### config.mk
export PLATFORM = sky130hd
export DESIGN_NAME = bpio_port_if
export DESIGN_NICKNAME = d
export VERILOG_FILES = /design/src/core/bpio_pkg.sv /design/src/core/bpio_port_if.sv /design/src/core/bpio_sync.sv
export VERILOG_INCLUDE_DIRS = /design/src /design/src/core
export SDC_FILE = /design/constraint.sdc
export NUM_CORES = 1
export LEC_CHECK = 0
export BUFFER_PORTS_ARGS = -buffer_cell sky130_fd_sc_hd__buf_2
export CORE_MARGIN = 8
export CORE_UTILIZATION = 40
export CTS_BUF_LIST = sky130_fd_sc_hd__clkbuf_8
export DETAILED_ROUTE_END_ITERATION = 6
export PLACE_DENSITY = 0.63
export SLEW_MARGIN = 20
export SYNTH_ARGS = -nofsm -noshare
export SYNTH_HDL_FRONTEND = slang
export SYNTH_HIERARCHICAL = 1
export SYNTH_SLANG_ARGS = --single-unit
### constraint.sdc
create_clock -name clock -period 3.6 [get_ports clock]
set_input_delay 0.36 -clock clock [delete_from_list [all_inputs] [get_ports clock]]
set_output_delay 0.36 -clock clock [all_outputs]
set_load 0.005 [all_outputs]
### src/core/bpio_params.svh
`ifndef BPIO_PARAMS_SVH
`define BPIO_PARAMS_SVH

// ********************************************************************
// Bus widths and decode defaults
// ********************************************************************
`define BPIO_DATA_W      8
`define BPIO_ADDR_W      16
`define BPIO_PORT_W      8
`define BPIO_BASE_RST    8'h00
`define BPIO_SPAN_RST    4
`define BPIO_IVEC_RST    8'hff
`define BPIO_SYNC_STAGES 2

`endif

### src/core/bpio_pkg.sv
`include "bpio_params.svh"

package bpio_pkg;

    // ****************************************************************
    // Bus cycle kinds and carriers
    // ****************************************************************
    typedef enum logic [1:0] {
        BPIO_IDLE  = 2'b00,
        BPIO_WRITE = 2'b01,
        BPIO_READ  = 2'b10,
        BPIO_INTA  = 2'b11
    } bpio_cycle_e;

    typedef logic [`BPIO_DATA_W-1:0] bpio_data_t;

    // Synchronised backplane strobes, all active low
    typedef struct packed {
        logic iorq_n;
        logic rd_n;
        logic wr_n;
        logic m1_n;
        logic rfsh_n;
        logic mreq_n;
        logic busak_n;
    } bpio_strb_s;

    // Captured port write towards the card's functions
    typedef struct packed {
        logic [`BPIO_PORT_W-1:0] port;
        bpio_data_t              data;
    } bpio_wr_s;
endpackage

### src/core/bpio_port_if.sv
`timescale 1ns/1ps
`default_nettype none

// Function
// - Drive data only for own read or pending acknowledge
// - Decode low address byte only
// - I/O request ignored during refresh
// - Capture write data on selected write
// - Gate read data while strobe held
// - Port decode qualified by I/O request
// - I/O request with fetch is acknowledge
// - Jumper routes bus-ack out to status-0
module bpio_port_if
    import bpio_pkg::*;
#(
    parameter int SPAN = `BPIO_SPAN_RST
) (
    // Clock and reset
    input  wire logic                    clock,
    input  wire logic                    arst_n,
    // Backplane inputs
    input  wire logic [`BPIO_ADDR_W-1:0] addr,
    input  wire logic                    iorq_n,
    input  wire logic                    rd_n,
    input  wire logic                    wr_n,
    input  wire logic                    m1_n,
    input  wire logic                    rfsh_n,
    input  wire logic                    mreq_n,
    input  wire logic                    busak_in_n,
    input  wire logic [`BPIO_DATA_W-1:0] data_in,
    // Backplane outputs
    output var  logic [`BPIO_DATA_W-1:0] data_out,
    output var  logic                    data_oe_n,
    output var  logic                    status0_out,
    output var  logic                    status0_oe_n,
    // Card configuration straps
    input  wire logic [`BPIO_PORT_W-1:0] port_base,
    input  wire logic                    status0_jumper,
    input  wire logic [`BPIO_DATA_W-1:0] intack_vector,
    input  wire logic                    intack_pending,
    // Card function side
    input  wire logic [`BPIO_DATA_W-1:0] rd_data,
    output var  logic                    wr_valid,
    output var  bpio_wr_s                wr_info,
    output var  logic                    rd_req,
    output var  logic [`BPIO_PORT_W-1:0] rd_port,
    output var  logic                    intack_seen,
    output var  logic                    cycle_active
);

    // ****************************************************************
    // Elaboration checks
    // ****************************************************************
    initial begin
        if (SPAN < 1 || SPAN > 256) begin
            $error("SPAN must be 1 to 256");
        end
        if (`BPIO_PORT_W > `BPIO_ADDR_W) begin
            $error("port field wider than address bus");
        end
        if (`BPIO_SYNC_STAGES != 2) begin
            $error("synchroniser depth must be two");
        end
    end

    // ****************************************************************
    // Input synchronisers
    // ****************************************************************
    localparam int SW = 7 + `BPIO_ADDR_W + `BPIO_DATA_W;

    logic [SW-1:0] raw_in;
    logic [SW-1:0] syn_q;
    bpio_strb_s    strb;
    logic [`BPIO_ADDR_W-1:0] addr_s;
    bpio_data_t    din_s;

    // Every backplane pin crosses into the card clock through two flops,
    // so decode lags the pins by two edges and answers land on the third
    assign raw_in = {iorq_n, rd_n, wr_n, m1_n, rfsh_n, mreq_n, busak_in_n, addr, data_in};

    bpio_sync #(
        .W   (SW),
        .RST ({7'h7f, {(SW-7){1'b0}}})
    ) u_sync (
        .clock  (clock),
        .arst_n (arst_n),
        .d      (raw_in),
        .q      (syn_q)
    );

    assign strb   = bpio_strb_s'(syn_q[SW-1 -: 7]);
    assign addr_s = syn_q[`BPIO_ADDR_W+`BPIO_DATA_W-1 -: `BPIO_ADDR_W];
    assign din_s  = syn_q[`BPIO_DATA_W-1:0];

    // ****************************************************************
    // Decode
    // ****************************************************************
    logic [`BPIO_PORT_W-1:0] port_lo;
    logic [8:0]              port_off;
    logic                    in_range;
    logic                    io_req;
    logic                    sel;
    logic                    inta;
    bpio_cycle_e             cyc_next;
    bpio_cycle_e             cyc_reg;

    // Upper address bits and memory request play no part
    assign port_lo  = addr_s[`BPIO_PORT_W-1:0];
    // One spare bit keeps a port below the base from wrapping into range
    assign port_off = {1'b0, port_lo} - {1'b0, port_base};
    assign in_range = (port_lo >= port_base) && (port_off < 9'(SPAN));
    assign io_req   = !strb.iorq_n && strb.rfsh_n;
    assign inta     = io_req && !strb.m1_n;
    assign sel      = io_req && strb.m1_n && in_range;

    // Classify the current bus cycle
    always_comb begin
        cyc_next = BPIO_IDLE;
        if (inta) begin
            cyc_next = BPIO_INTA;
        end else if (sel && !strb.rd_n) begin
            cyc_next = BPIO_READ;
        end else if (sel && !strb.wr_n) begin
            cyc_next = BPIO_WRITE;
        end
    end

    // Cycle kind register
    always_ff @(posedge clock or negedge arst_n) begin
        if (!arst_n) begin
            cyc_reg <= BPIO_IDLE;
        end else begin
            cyc_reg <= cyc_next;
        end
    end

    // ****************************************************************
    // Write capture, one pulse per write cycle
    // ****************************************************************
    always_ff @(posedge clock or negedge arst_n) begin
        if (!arst_n) begin
            wr_valid <= 1'b0;
            wr_info  <= '0;
        end else begin
            wr_valid <= (cyc_next == BPIO_WRITE) && (cyc_reg != BPIO_WRITE);
            if (cyc_next == BPIO_WRITE) begin
                wr_info <= '{port: port_lo, data: din_s};
            end
        end
    end

    // ****************************************************************
    // Read start pulse and port towards the card's functions
    // ****************************************************************
    always_ff @(posedge clock or negedge arst_n) begin
        if (!arst_n) begin
            rd_req  <= 1'b0;
            rd_port <= '0;
        end else begin
            rd_req  <= (cyc_next == BPIO_READ) && (cyc_reg != BPIO_READ);
            rd_port <= port_lo;
        end
    end

    // ****************************************************************
    // Data bus drive for own reads and acknowledges
    // ****************************************************************
    // Enable follows the decoded cycle, so the bus is let go three edges
    // after the strobe rises; the master must not reuse it sooner
    always_ff @(posedge clock or negedge arst_n) begin
        if (!arst_n) begin
            data_out  <= '0;
            data_oe_n <= 1'b1;
        end else begin
            case (cyc_next)
                BPIO_READ: begin
                    data_out  <= rd_data;
                    data_oe_n <= 1'b0;
                end
                BPIO_INTA: begin
                    data_out  <= intack_vector;
                    data_oe_n <= !intack_pending;
                end
                default: begin
                    data_out  <= '0;
                    data_oe_n <= 1'b1;
                end
            endcase
        end
    end

    // ****************************************************************
    // Status flags and status-0 jumper
    // ****************************************************************
    always_ff @(posedge clock or negedge arst_n) begin
        if (!arst_n) begin
            intack_seen  <= 1'b0;
            cycle_active <= 1'b0;
        end else begin
            intack_seen  <= inta && (cyc_reg != BPIO_INTA);
            cycle_active <= sel;
        end
    end

    // Bus-ack out passed to status-0 only when jumpered
    always_ff @(posedge clock or negedge arst_n) begin
        if (!arst_n) begin
            status0_out  <= 1'b1;
            status0_oe_n <= 1'b1;
        end else begin
            status0_out  <= strb.busak_n;
            status0_oe_n <= !status0_jumper;
        end
    end
endmodule

`default_nettype wire

### src/core/bpio_sync.sv
`timescale 1ns/1ps
`default_nettype none

// Two-flop synchroniser for a bundle of asynchronous bus inputs
module bpio_sync #(
    parameter int W   = 8,
    parameter logic [W-1:0] RST = '0
) (
    // Clock and reset
    input  wire logic         clock,
    input  wire logic         arst_n,
    // Data
    input  wire logic [W-1:0] d,
    output var  logic [W-1:0] q
);
    logic [W-1:0] meta_reg;

    // First stage feeds only the second
    always_ff @(posedge clock or negedge arst_n) begin
        if (!arst_n) begin
            meta_reg <= RST;
            q        <= RST;
        end else begin
            meta_reg <= d;
            q        <= meta_reg;
        end
    end
endmodule

`default_nettype wire

==> flow_summary.yaml, run 1 <==
detailed_routing:
  vias: 1694
  drt_iter0_markers: 28
  wl_per_cell_um: 14.2
  vias_per_cell: 4.48
  drt-total-wl_um: 5380
  drt-pass1-iter-count: 3
  drc: 0
  drtAntennaViolNets: 0
setup_path:
  critical_path_class: "flip-flop to flip-flop"
  r2r_setup_slack_ns: 0.52
  crit_path_max_incr_delay_ns: 0.57
  endpoint_kind: "flip-flop"
  r2r-start: "u_sync/q[12]"
  arrival_ns: 3.32
  critPathSlowestCell: "or3b_1"
  worstPathCellList: "ha_1 -> a21oi_1 -> o21ai_1 -> or4b_4 -> a221oi_2 -> or3b_1 -> buf_4 -> mux2_1"
  r2r_cells: 8
  path_max_fanout: 8
  worstSetupStartpointType: "flip-flop"
  cp_num_buf_inv: 1
  crit_required_ns: 3.83
  cpLargestDelayFamily: "simple AND/OR/NAND/NOR gates"
  timing.rr.end: "wr_info[11]"
floorplan:
  ios: 98
  core_area_mm2: 0.00714
  die-area_mm2: 0.0102
  die_y_um: 101
  std_cell_rows: 31
  dieWidth_um: 101
  initial_utilization: 0.407
timing:
  finalSetupViolations: 0
  rsz0062_at_grt: "no"
  hold_viol: 0
  max_freq_mhz: 324
  setup-tns-final_ns: 0
  slew_viol_final: 0
  post-route-period-util: 0.857
  tightest_slew_ns: 0.727
  fin_worst_skew_ns: 0.00952
  relSlewSlack: 0.515
  layout_min_cycle_time_ns: 3.08
logic_synthesis:
  avgSynthCellArea_um2: 16.6
  syn_area_mm2: 0.00290
  synth_nets: 242
  synthCells: 175
  yosysWarnings: 6
grt:
  grt_usage: 0.115
  grt_max_degree: 86
  overflow: 0
  first_global_vias: 1891
  antenna_found_initial: 0
  grt_pass1_wl_um: 8970
hold_path:
  min_path_type: "input pin to asynchronous set/reset pin"
clock_network:
  htree_levels: 3
  cts_resized: 0
  cts_tree: "built"
  clock_latency_ns: 0.34
  root_buffer: "clkbuf_8"
  numCtsBuffers: 9
  clockBufferDepth: 2
  cts_sinks: 85
  hold_buffers: 0
  clk_pin_slew_ns: 0.08
  cts_setup_buffers: 0
place:
  placement.io_buffers: 88
  routabilityCongestion: 0.699
  dp_hpwl_um: 3870
status:
  status: "completed"
power:
  p_per_area_mw_per_mm2: 500
  vdd_drop_max_uv: 258
  total_power_mw: 1.84
  leakagePower_nw: 1.95
layout:
  fill_cells: 674
  syn_to_final_growth_pct: 26.9
  diodes: 0
  drive_above_1_share: 0.473
  nNetsFinal: 341
run:
  cap_violations: 0
[placed cells by master, fill, tap and decap left out, types with 2 or more instances in the layout]
| cell | n |
|---|---|
| buf_2 | 87 |
| dfrtp_1 | 70 |
| dfstp_2 | 15 |
| inv_1 | 13 |
| mux2_4 | 9 |
| clkbuf_8 | 9 |
| a22o_1 | 8 |
| ha_1 | 8 |
| a21oi_1 | 7 |
| mux2_1 | 7 |
| buf_4 | 4 |
| nor2b_1 | 3 |
| nor3b_1 | 2 |
| a21o_1 | 2 |
| nor4_1 | 2 |
| nor2_1 | 2 |
| xor2_1 | 2 |
| nand2_1 | 2 |
| o21ai_1 | 2 |
| nand2b_1 | 2 |
| bufinv_16 | 2 |
[worst max path at each step]
stage	end	slack, ns	from	depth (start not counted)
after floorplan	wr_info[0]	0.81	port_base[2]	10
after global placement	wr_info[11]	0.44	port_base[4]	10
after detailed placement	wr_info[11]	0.41	port_base[4]	10
after CTS	wr_info[11]	0.48	u_sync/q[12]	8
after global routing	wr_info[11]	0.32	u_sync/q[12]	8
final	wr_info[11]	0.52	u_sync/q[12]	8
[report_power, final]
part	switching [mW]	internal, mW
Sequential	0.0125	0.997
Combinational	0.0632	0.0550
Clock	0.326	0.388
Total	0.402	1.44
[layout make-up]
cell class              instances  area [um^2]  area share
clock buffers                   9          124      0.0336
well taps                      99          124      0.0336
repair buffers                 92          477       0.129
clock inverters                 7         90.1      0.0245
inverters                      11         41.3      0.0112
multi-input cells              75          682       0.185
flip-flops and latches         85         2150       0.583
[per-layer routing]
metal / share of wire / vias to the layer above / global-route usage
met1: 0.41 / 826 / 0.131
li1: - / 799 / -
met3: 0.078 / 10 / 0.0426
met4: 0.024 / 0 / 0.0653
met2: 0.48 / 59 / 0.182
met5: 0 / - / 0
[worst register-to-register path: stages (launching register included)]
cell and delay (ns):
dfrtp_1 0.40, ha_1 0.35, a21oi_1 0.18, o21ai_1 0.09, or4b_4 0.50, a221oi_2 0.29, or3b_1 0.57, buf_4 0.26
mux2_1 0.31
[metrics by stage]
stage	hold WS, ns	instances	utilization	setup slack (ns)	cell area (um^2)
floorplan	0.0644	175	-	0.812	2900
global placement	0.332	362	0.486	0.444	3470
detailed placement	0.335	362	0.486	0.408	3470
CTS	0.0891	378	0.516	0.482	3680
global route	0.0802	378	0.516	0.324	3680
finish	0.0406	378	0.516	0.516	3680
No activity file was read; power rests on OpenSTA's default activity.
==> run 2, diff against run 1 <==
--- a/config.mk
+++ b/config.mk
@@ -7,11 +7,13 @@
 export NUM_CORES = 1
 export LEC_CHECK = 0
 export BUFFER_PORTS_ARGS = -buffer_cell sky130_fd_sc_hd__buf_2
+export CELL_PAD_IN_SITES_DETAIL_PLACEMENT = 1
+export CELL_PAD_IN_SITES_GLOBAL_PLACEMENT = 1
 export CORE_MARGIN = 8
 export CORE_UTILIZATION = 40
-export CTS_BUF_LIST = sky130_fd_sc_hd__clkbuf_8
+export CTS_BUF_LIST = sky130_fd_sc_hd__clkbuf_16
 export DETAILED_ROUTE_END_ITERATION = 6
-export PLACE_DENSITY = 0.63
+export PLACE_DENSITY = 0.75
 export SLEW_MARGIN = 20
 export SYNTH_ARGS = -nofsm -noshare
 export SYNTH_HDL_FRONTEND = slang
==> constraint.sdc (replaced) <==
create_clock -name clock -period 3.75 [get_ports clock]
set_input_delay 0.375 -clock clock [delete_from_list [all_inputs] [get_ports clock]]
set_output_delay 0.375 -clock clock [all_outputs]
set_load 0.005 [all_outputs]
==> flow_summary.yaml, run 2 (synthesis results as in run 1) <==
status:
  status: "completed"
grt:
  grt_pass1_wl_um: 10400
  grt_usage: 0.133
  grtUsageMet3: 0.0502
  first_global_vias: 2049
  grtUsageMet2: 0.214
  overflow: 0
  antenna_found_initial: 0
  grtUsageMet1: 0.151
  top_usage_layer: "met2"
  grt_max_degree: 86
floorplan:
  dieWidth_um: 101
  ios: 98
  std_cell_rows: 31
  initial_utilization: 0.407
  die_y_um: 101
  core_area_mm2: 0.00714
  die-area_mm2: 0.0102
hold_path:
  min_path_type: "input pin to asynchronous set/reset pin"
place:
  dpl.cell_count: 362
  placed_area_mm2: 0.00347
  routabilityCongestion: 0.731
  dp_hpwl_um: 4390
  placement.io_buffers: 88
power:
  p_clk_frac: 0.458
  p_int_mw: 1.59
  p_per_area_mw_per_mm2: 531
  swShare: 0.207
  p_sw_uw: 417
  vdd_drop_max_uv: 221
  power_frac_seq: 0.484
  leakagePower_nw: 2.00
  power_frac_comb: 0.059
setup_path:
  worstPathCellList: "ha_1 -> a21oi_1 -> a21oi_1 -> or4b_4 -> a221oi_2 -> or3b_1 -> buf_4 -> mux2_1"
  r2r_setup_slack_ns: 0.78
  arrival_ns: 3.17
  r2r-start: "u_sync/q[10]"
  worstSetupStartpointType: "flip-flop"
  r2r_cells: 8
  timing.rr.end: "wr_info[8]"
  crit_top_cell: "a21oi_1"
  crit_path_max_incr_delay_ns: 0.53
  path_max_fanout: 9
  critical_path_class: "flip-flop to flip-flop"
  crit_required_ns: 3.95
  endpoint_kind: "flip-flop"
  critPathSlowestCell: "or4b_4"
timing:
  rsz0062_at_grt: "no"
  slew_viol_final: 0
  hold_viol: 0
  relSlewSlack: 0.520
  fin_worst_skew_ns: 0.00852
  tightest_slew_ns: 0.720
  finalSetupViolations: 0
  post-route-period-util: 0.791
  layout_min_cycle_time_ns: 2.97
  max_freq_mhz: 337
  setup-tns-final_ns: 0
  fin_hold_ws_ns: 0.0947
layout:
  final_cell_mix: "buf_2 (87), dfrtp_1 (70), dfstp_2 (15)"
  instances_no_fill: 378
  nNetsFinal: 341
  drive_above_1_share: 0.473
  syn_to_final_growth_pct: 30.4
  design_area_mm2: 0.00378
  diodes: 0
  final_common_cell: "buf_2"
run:
  cap_violations: 0
clock_network:
  cts_sinks: 85
  clockBufferDepth: 2
  hold_buffers: 0
  cts_setup_buffers: 0
  cts_tree: "built"
  htree_levels: 3
  clock_latency_ns: 0.33
  root_buffer: "clkbuf_16"
  clk_pin_slew_ns: 0.06
  numCtsBuffers: 9
  cts_resized: 0
detailed_routing:
  vias: 1738
  vias_per_cell: 4.60
  drtAntennaViolNets: 0
  drt-pass1-iter-count: 4
  drt_iter0_markers: 34
  drt-total-wl_um: 6050
  wl_per_cell_um: 16.0
  drc: 0
## run 2: stage by stage
stage          utilization  worst slack, ns  power, mW
2_1_floorplan            -            0.947       1.04
3_3_place_gp         0.486            0.769       1.10
3_5_place_dp         0.486            0.726       1.11
4_1_cts              0.530            0.760       2.04
5_1_grt              0.530            0.627       2.10
6_report             0.530            0.782       2.01
## run 2: final cells by class
type	count	area, um^2
multi-input cells	75	682
repair buffers	92	477
clock inverters	7	90.1
inverters	11	41.3
clock buffers	9	225
flip-flops and latches	85	2150
well taps	99	124
fillers	770	3350
## run 2: critical path, delay by kind of cell (launching register included)
family	cells	cell delay [ns]
adders and majority gates	1	0.36
and+or+nand+nor	2	0.93
AOI/OAI and AO/OA	3	0.61
buffers and inverters	1	0.21
DFF	1	0.40
muxes	1	0.33
## run 2: worst max-delay path by stage
stage	cells past startpoint	to	from
final	8	wr_info[8]	u_sync/q[10]
after global placement	10	wr_info[8]	port_base[2]
after CTS	8	wr_info[8]	u_sync/q[10]
after floorplan	10	wr_info[0]	port_base[2]
after detailed placement	10	wr_info[8]	port_base[4]
after global routing	8	wr_info[8]	u_sync/q[10]
## run 2: per-layer routing
metal | routed length [um] | share of wire
met1 | 2420 | 0.40
met2 | 3050 | 0.50
met3 | 441 | 0.073
met4 | 134 | 0.022
met5 | 0 | 0
## run 2: power groups by stage
| stage | registers [mW] | logic (mW) | clock network (mW) |
|---|---|---|---|
| after detailed placement | 0.989 | 0.119 | 0 |
| after floorplan | 0.987 | 0.0491 | 0 |
| after global routing | 0.976 | 0.137 | 0.988 |
| final | 0.972 | 0.118 | 0.920 |
| after CTS | 0.973 | 0.121 | 0.944 |
| after global placement | 0.986 | 0.113 | 0 |
